## src/core/lamp_pkg.sv

```systemverilog
// ----------------------------------------------------------------
// shared constants of the status indicator block
// ----------------------------------------------------------------
package lamp_pkg;
   // system clock rate in hertz
   localparam int CLK_HZ = 10_000_000;
   // flash rates in hertz, power-up window in seconds
   localparam int SLOW_FLASH_HZ = 1;
   localparam int FAST_FLASH_HZ = 10;
   localparam int POWERUP_WINDOW_S = 10;
   // derived cycle counts: half periods of the flash patterns
   localparam int SLOW_HALF_CYC = CLK_HZ / (2 * SLOW_FLASH_HZ);
   localparam int FAST_HALF_CYC = CLK_HZ / (2 * FAST_FLASH_HZ);
   // power-up window length in clock cycles
   localparam int POWERUP_CYC = POWERUP_WINDOW_S * CLK_HZ;
   // scan engine defaults: cycles per beam and beams per scan
   localparam int BEAM_STEP_CYC = 16;
   localparam int NUM_BEAMS = 16;
   localparam int MIN_BEAMS = 2;

   // ----------------------------------------------------------------
   // register map, byte addresses
   // ----------------------------------------------------------------
   localparam logic [7:0] CTRL_OFS = 8'h00;
   localparam logic [7:0] STATE_OFS = 8'h04;
   localparam logic [7:0] IRQ_STATUS_OFS = 8'h08;
   localparam logic [7:0] IRQ_MASK_OFS = 8'h0c;
   localparam logic [7:0] SCAN_COUNT_OFS = 8'h10;
   localparam logic [7:0] SCAN_BEAMS_OFS = 8'h14;

   // control register fields and reset value
   localparam int CTRL_SCAN_EN_BIT = 0;
   localparam logic CTRL_SCAN_EN_RST = 1'b1;
   // interrupt status and mask layout
   localparam int IRQ_W = 4;
   localparam int IRQ_SYNC_LOST = 0;
   localparam int IRQ_OUTPUT_OFF = 1;
   localparam int IRQ_ERROR = 2;
   localparam int IRQ_SCAN_DONE = 3;
   localparam logic [IRQ_W-1:0] IRQ_RST = 4'h0;

   // pin vector positions, also the state register bit layout
   localparam int PIN_TX_PWR = 0;
   localparam int PIN_TX_ERR = 1;
   localparam int PIN_TX_RANGE = 2;
   localparam int PIN_TX_CH2 = 3;
   localparam int PIN_RX_PWR = 4;
   localparam int PIN_RX_ON = 5;
   localparam int PIN_RX_EXT = 6;
   localparam int PIN_RX_INT = 7;
   localparam int PIN_RX_WEAK = 8;
   localparam int PIN_RX_CH2 = 9;
   localparam int PIN_BEAM = 10;
   localparam int PIN_COUNT = 11;
   localparam int STATE_WINDOW_BIT = 11;
   localparam int STATE_SYNC_BIT = 12;
endpackage

```

## src/core/timebase_if.sv

```systemverilog
`timescale 1ns/1ps
// ----------------------------------------------------------------
// flash phases and power-up window from the timebase
// ----------------------------------------------------------------
interface timebase_if;
   logic slow_phase; // toggles every slow half period
   logic fast_phase; // toggles every fast half period
   logic window_active; // high from reset until the window ends
   modport src (output slow_phase, output fast_phase, output window_active);
   modport snk (input slow_phase, input fast_phase, input window_active);
endinterface

```

## src/core/flash_timebase.sv

```systemverilog
`timescale 1ns/1ps
// ----------------------------------------------------------------
// free-running flash counters and power-up window
// ----------------------------------------------------------------
module flash_timebase #(
   parameter int SLOW_HALF = lamp_pkg::SLOW_HALF_CYC,
   parameter int FAST_HALF = lamp_pkg::FAST_HALF_CYC,
   parameter int WINDOW = lamp_pkg::POWERUP_CYC
) (
   input wire logic clk,
   input wire logic rst,
   timebase_if.src tb
);
   // counts must be at least one cycle
   if (SLOW_HALF < 1 || FAST_HALF < 1 || WINDOW < 1) begin : g_bad
      $error("flash_timebase: counts must be positive");
   end

   logic [31:0] slow_cnt_q; // slow half-period counter
   logic [31:0] fast_cnt_q; // fast half-period counter
   logic [31:0] win_cnt_q; // power-up window counter, saturates
   logic slow_q;
   logic fast_q;
   logic win_q;

   // slow phase: toggles each half period, restarts at reset
   always_ff @(posedge clk) begin
      if (rst) begin
         slow_cnt_q <= 32'h0000_0000;
         slow_q <= 1'b0;
      end else if (slow_cnt_q == 32'(SLOW_HALF - 1)) begin
         slow_cnt_q <= 32'h0000_0000;
         slow_q <= ~slow_q;
      end else begin
         slow_cnt_q <= slow_cnt_q + 32'h0000_0001;
      end
   end

   // fast phase: same scheme, ten times quicker
   always_ff @(posedge clk) begin
      if (rst) begin
         fast_cnt_q <= 32'h0000_0000;
         fast_q <= 1'b0;
      end else if (fast_cnt_q == 32'(FAST_HALF - 1)) begin
         fast_cnt_q <= 32'h0000_0000;
         fast_q <= ~fast_q;
      end else begin
         fast_cnt_q <= fast_cnt_q + 32'h0000_0001;
      end
   end

   // window: runs once after reset, then holds closed
   always_ff @(posedge clk) begin
      if (rst) begin
         win_cnt_q <= 32'h0000_0000;
         win_q <= 1'b1;
      end else if (win_q) begin
         win_cnt_q <= win_cnt_q + 32'h0000_0001;
         if (win_cnt_q == 32'(WINDOW - 1)) begin
            win_q <= 1'b0;
         end
      end
   end

   assign tb.slow_phase = slow_q;
   assign tb.fast_phase = fast_q;
   assign tb.window_active = win_q;
endmodule // flash_timebase

```

## src/core/light_curtain_status_indicators.sv

```systemverilog
// How it works
// - transmitter main lamp: dark, red, green
// - range reduced: aux lamp flashes ten seconds
// - aux lamp otherwise shows beam channel
// - receiver main lamp follows safety output pair
// - external error: slow red flash
// - internal error: fast red flash
// - output on, weak signal: slow green flash
// - receiver aux red on channel two, off
// - sync needs one of two sync beams
// - beams scanned first to last per scan
`timescale 1ns/1ps
module light_curtain_status_indicators #(
   parameter int SLOW_HALF = lamp_pkg::SLOW_HALF_CYC,
   parameter int FAST_HALF = lamp_pkg::FAST_HALF_CYC,
   parameter int WINDOW = lamp_pkg::POWERUP_CYC,
   parameter int BEAM_STEP = lamp_pkg::BEAM_STEP_CYC,
   parameter int BEAMS = lamp_pkg::NUM_BEAMS
) (
   input wire logic clk,
   input wire logic rst,
   input wire logic [7:0] addr,
   input wire logic [31:0] wdata,
   input wire logic wr_en,
   input wire logic rd_en,
   output logic [31:0] rdata,
   output logic irq,
   input wire logic tx_power_ok,
   input wire logic tx_device_error,
   input wire logic tx_range_reduced,
   input wire logic tx_beam_channel_two,
   input wire logic rx_power_ok,
   input wire logic rx_safety_output_pair_on,
   input wire logic rx_external_error,
   input wire logic rx_internal_error,
   input wire logic rx_weak_signal,
   input wire logic rx_beam_channel_two,
   input wire logic beam_clear,
   output logic tx_main_status_lamp_red,
   output logic tx_main_status_lamp_green,
   output logic tx_auxiliary_lamp,
   output logic rx_main_status_lamp_red,
   output logic rx_main_status_lamp_green,
   output logic rx_auxiliary_lamp
);
   // ----------------------------------------------------------------
   // parameter checks
   // ----------------------------------------------------------------
   if (BEAMS < lamp_pkg::MIN_BEAMS || BEAMS > 255 || BEAM_STEP < 1 || BEAM_STEP > 65535)
   begin : g_bad
      $error("light_curtain_status_indicators: beam parameters out of range");
   end

   // ----------------------------------------------------------------
   // pin synchronisers
   // ----------------------------------------------------------------
   localparam int NP = lamp_pkg::PIN_COUNT;
   logic [NP-1:0] pin_raw; // pins gathered into one vector
   logic [NP-1:0] pin_meta_q; // first stage, read only by the second
   logic [NP-1:0] pin_s_q; // settled pin levels

   assign pin_raw = {beam_clear, rx_beam_channel_two, rx_weak_signal, rx_internal_error,
                     rx_external_error, rx_safety_output_pair_on, rx_power_ok,
                     tx_beam_channel_two, tx_range_reduced, tx_device_error, tx_power_ok};

   // two flops per pin; the lamps lag the pins by three cycles
   for (genvar i = 0; i < NP; i++) begin : g_sync
      always_ff @(posedge clk) begin
         if (rst) begin
            pin_meta_q[i] <= 1'b0;
            pin_s_q[i] <= 1'b0;
         end else begin
            pin_meta_q[i] <= pin_raw[i];
            pin_s_q[i] <= pin_meta_q[i];
         end
      end
   end

   logic tx_pwr, tx_err, tx_range, tx_ch2;
   logic rx_pwr, rx_on, rx_ext, rx_int, rx_weak, rx_ch2, beam_s;
   assign tx_pwr = pin_s_q[lamp_pkg::PIN_TX_PWR];
   assign tx_err = pin_s_q[lamp_pkg::PIN_TX_ERR];
   assign tx_range = pin_s_q[lamp_pkg::PIN_TX_RANGE];
   assign tx_ch2 = pin_s_q[lamp_pkg::PIN_TX_CH2];
   assign rx_pwr = pin_s_q[lamp_pkg::PIN_RX_PWR];
   assign rx_on = pin_s_q[lamp_pkg::PIN_RX_ON];
   assign rx_ext = pin_s_q[lamp_pkg::PIN_RX_EXT];
   assign rx_int = pin_s_q[lamp_pkg::PIN_RX_INT];
   assign rx_weak = pin_s_q[lamp_pkg::PIN_RX_WEAK];
   assign rx_ch2 = pin_s_q[lamp_pkg::PIN_RX_CH2];
   assign beam_s = pin_s_q[lamp_pkg::PIN_BEAM];

   // ----------------------------------------------------------------
   // flash timebase
   // ----------------------------------------------------------------
   timebase_if tb ();

   flash_timebase #(
      .SLOW_HALF(SLOW_HALF),
      .FAST_HALF(FAST_HALF),
      .WINDOW(WINDOW)
   ) u_timebase (
      .clk(clk),
      .rst(rst),
      .tb(tb.src)
   );

   // ----------------------------------------------------------------
   // registers written by software
   // ----------------------------------------------------------------
   logic scan_en_q; // scan engine runs while set
   logic [7:0] scan_beams_q; // beams per scan
   logic [lamp_pkg::IRQ_W-1:0] irq_mask_q; // interrupt mask
   logic [lamp_pkg::IRQ_W-1:0] irq_status_q; // sticky events
   logic [lamp_pkg::IRQ_W-1:0] events; // one-cycle event pulses
   logic wr_ctrl, wr_beams, wr_mask, wr_status;

   assign wr_ctrl = wr_en && addr == lamp_pkg::CTRL_OFS;
   assign wr_beams = wr_en && addr == lamp_pkg::SCAN_BEAMS_OFS;
   assign wr_mask = wr_en && addr == lamp_pkg::IRQ_MASK_OFS;
   assign wr_status = wr_en && addr == lamp_pkg::IRQ_STATUS_OFS;

   // control bits
   always_ff @(posedge clk) begin
      if (rst) begin
         scan_en_q <= lamp_pkg::CTRL_SCAN_EN_RST;
      end else if (wr_ctrl) begin
         scan_en_q <= wdata[lamp_pkg::CTRL_SCAN_EN_BIT];
      end
   end

   // beam count; below two there is no pair of sync beams, so clamp
   always_ff @(posedge clk) begin
      if (rst) begin
         scan_beams_q <= 8'(BEAMS);
      end else if (wr_beams) begin
         if (wdata[7:0] < 8'(lamp_pkg::MIN_BEAMS)) begin
            scan_beams_q <= 8'(lamp_pkg::MIN_BEAMS);
         end else begin
            scan_beams_q <= wdata[7:0];
         end
      end
   end

   // interrupt mask
   always_ff @(posedge clk) begin
      if (rst) begin
         irq_mask_q <= lamp_pkg::IRQ_RST;
      end else if (wr_mask) begin
         irq_mask_q <= wdata[lamp_pkg::IRQ_W-1:0];
      end
   end

   // ----------------------------------------------------------------
   // scan engine
   // ----------------------------------------------------------------
   logic [15:0] step_cnt_q; // cycles spent on the current beam
   logic [7:0] beam_idx_q; // beam under evaluation
   logic first_clear_q; // first sync beam was free this scan
   logic sync_ok_q; // last scan kept at least one sync beam free
   logic [31:0] scan_count_q; // completed scans
   logic step, scan_end, sync_now;

   assign step = scan_en_q && step_cnt_q == 16'(BEAM_STEP - 1);
   assign scan_end = step && beam_idx_q >= scan_beams_q - 8'h01;
   assign sync_now = first_clear_q | beam_s;

   // dwell counter per beam; held at zero while scanning is off
   always_ff @(posedge clk) begin
      if (rst || !scan_en_q || step) begin
         step_cnt_q <= 16'h0000;
      end else begin
         step_cnt_q <= step_cnt_q + 16'h0001;
      end
   end

   // beam pointer walks first to last, then wraps for the next scan
   always_ff @(posedge clk) begin
      if (rst) begin
         beam_idx_q <= 8'h00;
      end else if (scan_end) begin
         beam_idx_q <= 8'h00;
      end else if (step) begin
         beam_idx_q <= beam_idx_q + 8'h01;
      end
   end

   // sync beams are the first and the last of each scan
   always_ff @(posedge clk) begin
      if (rst) begin
         first_clear_q <= 1'b0;
         sync_ok_q <= 1'b0;
      end else begin
         if (step && beam_idx_q == 8'h00) begin
            first_clear_q <= beam_s;
         end
         if (scan_end) begin
            sync_ok_q <= sync_now;
         end
      end
   end

   // scan counter: its rate gives the response time
   always_ff @(posedge clk) begin
      if (rst) begin
         scan_count_q <= 32'h0000_0000;
      end else if (scan_end) begin
         scan_count_q <= scan_count_q + 32'h0000_0001;
      end
   end

   // ----------------------------------------------------------------
   // lamp drivers
   // ----------------------------------------------------------------
   // transmitter main lamp: power first, then error, else green
   always_ff @(posedge clk) begin
      if (rst || !tx_pwr) begin
         tx_main_status_lamp_red <= 1'b0;
         tx_main_status_lamp_green <= 1'b0;
      end else begin
         tx_main_status_lamp_red <= tx_err;
         tx_main_status_lamp_green <= !tx_err;
      end
   end

   // transmitter aux lamp: flashes in the window only when range is reduced
   always_ff @(posedge clk) begin
      if (rst || !tx_pwr) begin
         tx_auxiliary_lamp <= 1'b0;
      end else if (tb.window_active && tx_range) begin
         tx_auxiliary_lamp <= tb.slow_phase;
      end else begin
         tx_auxiliary_lamp <= tx_ch2;
      end
   end

   // receiver main lamp: internal error outranks external, errors outrank output
   always_ff @(posedge clk) begin
      if (rst || !rx_pwr) begin
         rx_main_status_lamp_red <= 1'b0;
         rx_main_status_lamp_green <= 1'b0;
      end else if (rx_int) begin
         rx_main_status_lamp_red <= tb.fast_phase;
         rx_main_status_lamp_green <= 1'b0;
      end else if (rx_ext) begin
         rx_main_status_lamp_red <= tb.slow_phase;
         rx_main_status_lamp_green <= 1'b0;
      end else if (!rx_on) begin
         rx_main_status_lamp_red <= 1'b1;
         rx_main_status_lamp_green <= 1'b0;
      end else begin
         rx_main_status_lamp_red <= 1'b0;
         // weak signal trades steady green for a slow flash
         rx_main_status_lamp_green <= rx_weak ? tb.slow_phase : 1'b1;
      end
   end

   // receiver aux lamp: red only on channel two with the outputs off
   always_ff @(posedge clk) begin
      if (rst || !rx_pwr) begin
         rx_auxiliary_lamp <= 1'b0;
      end else begin
         rx_auxiliary_lamp <= rx_ch2 && !rx_on;
      end
   end

   // ----------------------------------------------------------------
   // events and interrupt
   // ----------------------------------------------------------------
   logic rx_on_prev_q; // output state one cycle ago
   logic err_prev_q; // any error one cycle ago
   logic any_err;

   assign any_err = tx_err | rx_ext | rx_int;

   always_ff @(posedge clk) begin
      if (rst) begin
         rx_on_prev_q <= 1'b0;
         err_prev_q <= 1'b0;
      end else begin
         rx_on_prev_q <= rx_on;
         err_prev_q <= any_err;
      end
   end

   always_comb begin
      events = '0;
      events[lamp_pkg::IRQ_SYNC_LOST] = scan_end && !sync_now;
      events[lamp_pkg::IRQ_OUTPUT_OFF] = rx_on_prev_q && !rx_on;
      events[lamp_pkg::IRQ_ERROR] = any_err && !err_prev_q;
      events[lamp_pkg::IRQ_SCAN_DONE] = scan_end;
   end

   // write one to clear; a new event in the same cycle wins
   always_ff @(posedge clk) begin
      if (rst) begin
         irq_status_q <= lamp_pkg::IRQ_RST;
      end else if (wr_status) begin
         irq_status_q <= (irq_status_q & ~wdata[lamp_pkg::IRQ_W-1:0]) | events;
      end else begin
         irq_status_q <= irq_status_q | events;
      end
   end

   // level interrupt, one cycle behind the status bits
   always_ff @(posedge clk) begin
      if (rst) begin
         irq <= 1'b0;
      end else begin
         irq <= |(irq_status_q & irq_mask_q);
      end
   end

   // ----------------------------------------------------------------
   // read port: data valid only in the cycle after the strobe
   // ----------------------------------------------------------------
   always_ff @(posedge clk) begin
      if (rst || !rd_en) begin
         rdata <= 32'h0000_0000;
      end else begin
         case (addr)
            lamp_pkg::CTRL_OFS: rdata <= {31'h0000_0000, scan_en_q};
            lamp_pkg::STATE_OFS: rdata <= {19'h0_0000, sync_ok_q, tb.window_active, pin_s_q};
            lamp_pkg::IRQ_STATUS_OFS: rdata <= {28'h000_0000, irq_status_q};
            lamp_pkg::IRQ_MASK_OFS: rdata <= {28'h000_0000, irq_mask_q};
            lamp_pkg::SCAN_COUNT_OFS: rdata <= scan_count_q;
            lamp_pkg::SCAN_BEAMS_OFS: rdata <= {24'h00_0000, scan_beams_q};
            default: rdata <= 32'h0000_0000; // unmapped reads zero
         endcase
      end
   end
endmodule // light_curtain_status_indicators

```

## config.mk

```make
export PLATFORM = sky130hd
export DESIGN_NAME = light_curtain_status_indicators
export DESIGN_NICKNAME = d
export VERILOG_FILES = /design/src/core/lamp_pkg.sv /design/src/core/timebase_if.sv /design/src/core/flash_timebase.sv /design/src/core/light_curtain_status_indicators.sv
export SDC_FILE = /design/constraint.sdc
export NUM_CORES = 1
export LEC_CHECK = 0
export BUFFER_PORTS_ARGS = -buffer_cell sky130_fd_sc_hd__buf_2
export CAP_MARGIN = 40
export CORE_MARGIN = 5
export CORE_UTILIZATION = 65
export CTS_BUF_LIST = sky130_fd_sc_hd__clkbuf_8
export DETAILED_ROUTE_END_ITERATION = 10
export PLACE_DENSITY = 0.85
export SETUP_SLACK_MARGIN = 0.02
export SLEW_MARGIN = 20
export SYNTH_ARGS = -nofsm -noshare
export SYNTH_HDL_FRONTEND = slang
export SYNTH_SLANG_ARGS = --single-unit
```

## constraint.sdc

```tcl
create_clock -name clk -period 6.5 [get_ports clk]
set_input_delay 0.975 -clock clk [delete_from_list [all_inputs] [get_ports clk]]
set_output_delay 0.975 -clock clk [all_outputs]
set_load 0.005 [all_outputs]
```

### After elaboration in Yosys (flattened, before gate mapping)

Cells that the tools add are included.

* register bits after elaboration: 237
* bits in latches: 0
* memory bits (writable): 0
* ROM bits: 0
* output and inout bits: 39
* word-level logic and storage cells: 118
* memories kept: 0

* add/sub/neg operators: 7
* multiply operators: 0
* div/mod/pow operators: 0
* order comparisons: 2
* equality and inequality tests: 9
* shifts and indexed selects: 0
* muxes and demuxes: 10
* bitwise gates (word level): 11
* reductions and logical operators: 32

Operator list (count)
* case mux 32 bit (6 select lines): 1
* adder 32 x 1 -> 32 bit (second input constant): 4
* == test 32 x 19 -> 1 bit (second input constant): 1
* == test 32 x 23 -> 1 bit (second input constant): 1
* == test 32 x 27 -> 1 bit (second input constant): 1
* adder 16 x 1 -> 16 bit (second input constant): 1
* == test 16 x 4 -> 1 bit (second input constant): 1
* == test 8 x 4 -> 1 bit (second input constant): 2
* == test 8 x 5 -> 1 bit (second input constant): 2
* zero test 8 bit: 2
* logical AND 1 bit: 12
* adder 8 x 1 -> 8 bit (second input constant): 1
* AND 4 bit: 2
* == test 8 x 3 -> 1 bit (second input constant): 1
* greater-or-equal comparator 8 bit: 1
* zero test 1 bit: 8
* < comparator 8 x 2 -> 1 bit (second input constant): 1
* 2-to-1 mux 8 bit: 1
* bitwise OR 4 bit: 2
* OR reduction 4 bit: 2
* subtractor 8 x 1 -> 8 bit (second input constant): 1
* 2-to-1 mux 1 bit: 7
* OR reduction 2 bit: 3
* logical OR 1 bit: 5
* other kinds (4): 8

### Depth between registers and ports, before layout

* depth after elaboration: 6
* mapped depth: 14
* gate-level depth less buffers: 11

### Modules after synthesis

Synthesis repeated with hierarchy kept, for this count alone.

* cells, all modules: 1170
* area total of the unflattened synthesis: 10386.2 um2

By module, submodules not included
* light_curtain_status_indicators: times used 1, cells each 644, area each 5876.9 um2, seq. area each 2762.6 um2
* flash_timebase: times used 1, cells each 526, area each 4509.3 um2, seq. area each 1981.9 um2

### Worst setup path before layout

Ideal clock, no wire load.

* kind: input to register
* start: input addr[1]
* end: register irq_mask_q[0] (netlist bit)
* data arrival time: 2525 ps
* data required time: 6372 ps
* path slack: 3847 ps
* stages on the path: 5
* buffers on the path: 0
* cell sequence: or4_4 -> nor3_1 -> nand4_1 -> mux2i_1 -> nor2_1

* longest elaborated chain between the ends: 2

RTL lines
* from (decl): line light_curtain_status_indicators.sv:22 `input wire logic [7:0] addr,`
* == test 8 x 4 -> 1 bit: line light_curtain_status_indicators.sv:120 `assign wr_mask = wr_en && addr == lamp_pkg::IRQ_MASK_OFS;`
* logical AND 1 bit: line light_curtain_status_indicators.sv:120
* to (signal assigned): line light_curtain_status_indicators.sv:148 `irq_mask_q <= lamp_pkg::IRQ_RST;`
* to (signal assigned): line light_curtain_status_indicators.sv:150 `irq_mask_q <= wdata[lamp_pkg::IRQ_W-1:0];`
* to (decl): line light_curtain_status_indicators.sv:113 `logic [lamp_pkg::IRQ_W-1:0] irq_mask_q;`

Every way passes these cells.
A chain may end at the register's enable or synchronous reset.

### Final worst setup path

* start: register scan_beams_q[0]
* end: register scan_count_q[29]

* longest elaborated chain between the ends: 3

RTL lines
* from (decl): line light_curtain_status_indicators.sv:112 `logic [7:0] scan_beams_q;`
* from (signal assigned): line light_curtain_status_indicators.sv:135 `scan_beams_q <= 8'(BEAMS);`
* from (signal assigned): line light_curtain_status_indicators.sv:138 `scan_beams_q <= 8'(lamp_pkg::MIN_BEAMS);`
* from (signal assigned): line light_curtain_status_indicators.sv:140 `scan_beams_q <= wdata[7:0];`
* subtractor 8 x 1 -> 8 bit: line light_curtain_status_indicators.sv:165 `assign scan_end = step && beam_idx_q >= scan_beams_q - 8'h01;`
* greater-or-equal comparator 8 bit: line light_curtain_status_indicators.sv:165
* logical AND 1 bit: line light_curtain_status_indicators.sv:165
* to (signal assigned): line light_curtain_status_indicators.sv:208 `scan_count_q <= scan_count_q + 32'h0000_0001;`
* to (decl): line light_curtain_status_indicators.sv:161 `logic [31:0] scan_count_q;`

Every way passes these cells.

==> metrics.csv <==
metric,value,unit
max-cap viol count,0,
synthesized instance count,1162,
WHS Path Cells,1,
Synth Register Bits,237,
placeable core area,15710,sq um
"Largest stage delay, worst path",0.40,ns
H-tree depth,2,
Critical R2R Launch,scan_beams_q[0],
drt wl/cell,15.10,microns
quantity of hold-fixing buffers added after cts,0,
Worst Slack Setup Final,3.360,ns
CP endpoint kind,flop,
WHS Endpoint,irq_status_q[2],
number of port buffers,69,
Setup Skew,0.02099,ns
M1 WL,9720,microns
DP Wirelength,14550,microns
I/O pin count,94,
Non-Filler Instances,1468,
postcts setup bufs,0,
Area Growth Syn to Fin,13.41,%
Final Critical Period,3.140,ns
crit path max fanout,65,
most frequent cells in the layout,"dfxtp_1 (237), nor2_1 (155), nand2_1 (75)",
hold_sp,err_prev_q,
share of cells above drive strength 1,13.50,%
top post-synthesis cells by area,"dfxtp_1 (46%), nor2_1 (5.7%), xor2_1 (5.3%), xnor2_1 (4.3%), nand3_1 (3.4%)",
"commonest non-fill, non-tap cell in the layout",dfxtp_1,
Fin. Hold Viols,0,
vias post-DR,8523,
Hold Path Class,reg2reg,
"Clk pin slew, worst setup/hold paths",0.06,ns
"FFs w/ async S/R, synth",0,%
DRT Pass-1 Iters,5,
initial antenna violation count,0,
fin util,74.22,%
"EDFF count, synth",0,
sequential share of the synthesized area,46.14,%
total CTS buffers,38,
Sink Count,237,
Met3 Routed Length,1258,microns
Post-Syn Area,10280,sq um
Yosys cell types,57,
# diodes,0,
Routed WL,22170,microns
Die Ht,135.8,microns
"Cell Chain, Critical Path","inv_1, ha_1, nand2_1, nor3_1, xnor2_1, ha_1, nand3_1, nor3_1, a21oi_4, buf_4, nor4b_1, mux2_2",
"Avg Cell Area, Syn",8.849,sq um
Tcrit/Tclk final,48.31,%
pwr dens,261.6,nW/um^2
CTS max path bufs,3,
TNS Setup,0,ns
largest net degree at the start of global routing,66,
post_cts resized,0,
WP data arrival,3.55,ns
Critical Path Source,scan_beams_q[0],
grt total ovfl,0,
Least-Margin Pin Slew,0.8632,ns
Slowest cell on crit path,nor3_1,
"Setup violations, final",0,
total die area,18430,sq um
Worst Path Required,6.91,ns
max layer used,met4,
DR vias/cell,5.806,
# rows,46,
GRT Util Overall,24.28,%
vias in the first global route,7907,
Routed Antenna Nets,0,
Worst path top cell family by delay,simple AND/OR/NAND/NOR gates,
DRT iter0 DRCs,510,
Syn. warnings,0,
Initial Utilization,65.44,%
worst reg2reg path depth,12,
first-pass GRT wire length,37320,microns
Die Wd,135.8,microns
Leak,4.373,nW
Reg2Reg Setup Slack,3.36,ns
Crit Path Class,reg2reg,
DR DRC count,0,
CP startpoint kind,flop,
met2 wire length,10680,microns
Mapped Nets,1233,
Worst slew margin,42.33,%
RSZ-0062 raised after global routing,no,
worst skew pair latency,0.53,ns
nets,1294,
Slew Limit Fails,0,
worst vdd ir,0.0001990,V
post-synth top area share,46.14,%
r2r endpoint,scan_count_q[29],
CTS tree,done,
outcome,"finished, final reports clean",
dominant cell type by area after synthesis,dfxtp_1,
FMAX,0.3185,GHz
Placer Congestion,0.8315,
Most used DFF post-synth,dfxtp_1,
setup slack at placement,3.004,ns
placed instance count,1397,
clock root cell,clkbuf_8,
WP buf/inv,2,
[synthesized netlist by cell type (all sizes together) (2+ instances only)]
cell type / count
nand2b: 2
nand4: 50
nand2: 76
nand4b: 3
nor2: 155
and2: 34
o311ai: 4
nand3: 70
a21oi: 49
o31ai: 21
o21ai: 11
inv: 26
o41ai: 5
ha: 16
a21o: 2
nor4b: 11
clkbuf: 41
nor3: 31
dfxtp: 237
mux2i: 6
a31oi: 4
and4: 17
and3: 20
a22oi: 14
or2: 10
or3: 4
a211oi: 2
xor2: 62
mux2: 9
xnor2: 50
a22o: 3
buf: 18
nor4: 32
or4: 24
nor2b: 30
[layout make-up]
class                      instances  area (sq um)
tap                              216         270.3
multi-input combinational        840          5207
clock buffer                      49         674.4
timing repair buffer              80         447.9
inverter                          26         97.59
sequential                       237          4745
clock inverter                    20         219.0
fill                            1153          4051
[worst max-delay path by stage]
| stage | cells after the start | to |
|---|---|---|
| after floorplan | 5 | irq_mask_q[0] |
| after global placement | 6 | rdata[24] |
| after detailed placement | 6 | rdata[14] |
| after CTS | 12 | scan_count_q[27] |
| after global routing | 12 | scan_count_q[29] |
| final | 12 | scan_count_q[29] |
[state kept, by name (all words and copies together), names as in the netlist, 4 cells and up]
| name | count |
|---|---|
| pin_meta_q | 11 |
| scan_count_q | 32 |
| rdata | 32 |
| beam_idx_q | 8 |
| scan_beams_q | 8 |
| step_cnt_q | 16 |
| irq_mask_q | 4 |
| u_timebase.win_cnt_q | 32 |
| u_timebase.fast_cnt_q | 32 |
| u_timebase.slow_cnt_q | 32 |
| irq_status_q | 4 |
[per-layer routing]
layer | up-vias | GRT usage [%]
met5 | - | 0
li1 | 4241 | -
met4 | 0 | 8.567
met1 | 3996 | 31.24
met2 | 240 | 41.15
met3 | 46 | 4.383
[cell families (layout without fill, tap and decap cells)]
kind of cell	Yosys count	in the layout	share of synthesized area, %
fa+ha+maj	16	16	1.947
buf+inv	85	175	3.383
mux	16	16	1.789
xor+xnor	112	112	9.540
flops	237	237	46.14
compound gates	123	123	7.751
simple gates	573	573	29.45
[where the power goes]
group,switching (mW),total (mW),internal [mW],leakage (nW)
clock network,0.581,1.46,0.879,0.488
registers,0.0159,1.49,1.47,1.92
logic,0.0709,0.105,0.0344,1.97
total,0.667,3.05,2.38,4.37
[per-stage QoR]
step                      power, mW  hold WS, ns  cell area (sq um)
after global placement        1.616       0.4085              10710
after detailed placement      1.621       0.4100              10740
after global routing          3.160       0.4406              11660
after floorplan               1.587       0.4003              10280
final                         3.051       0.4189              11660
after CTS                     3.078       0.4185              11640
Power figures use the tool's default switching activity.
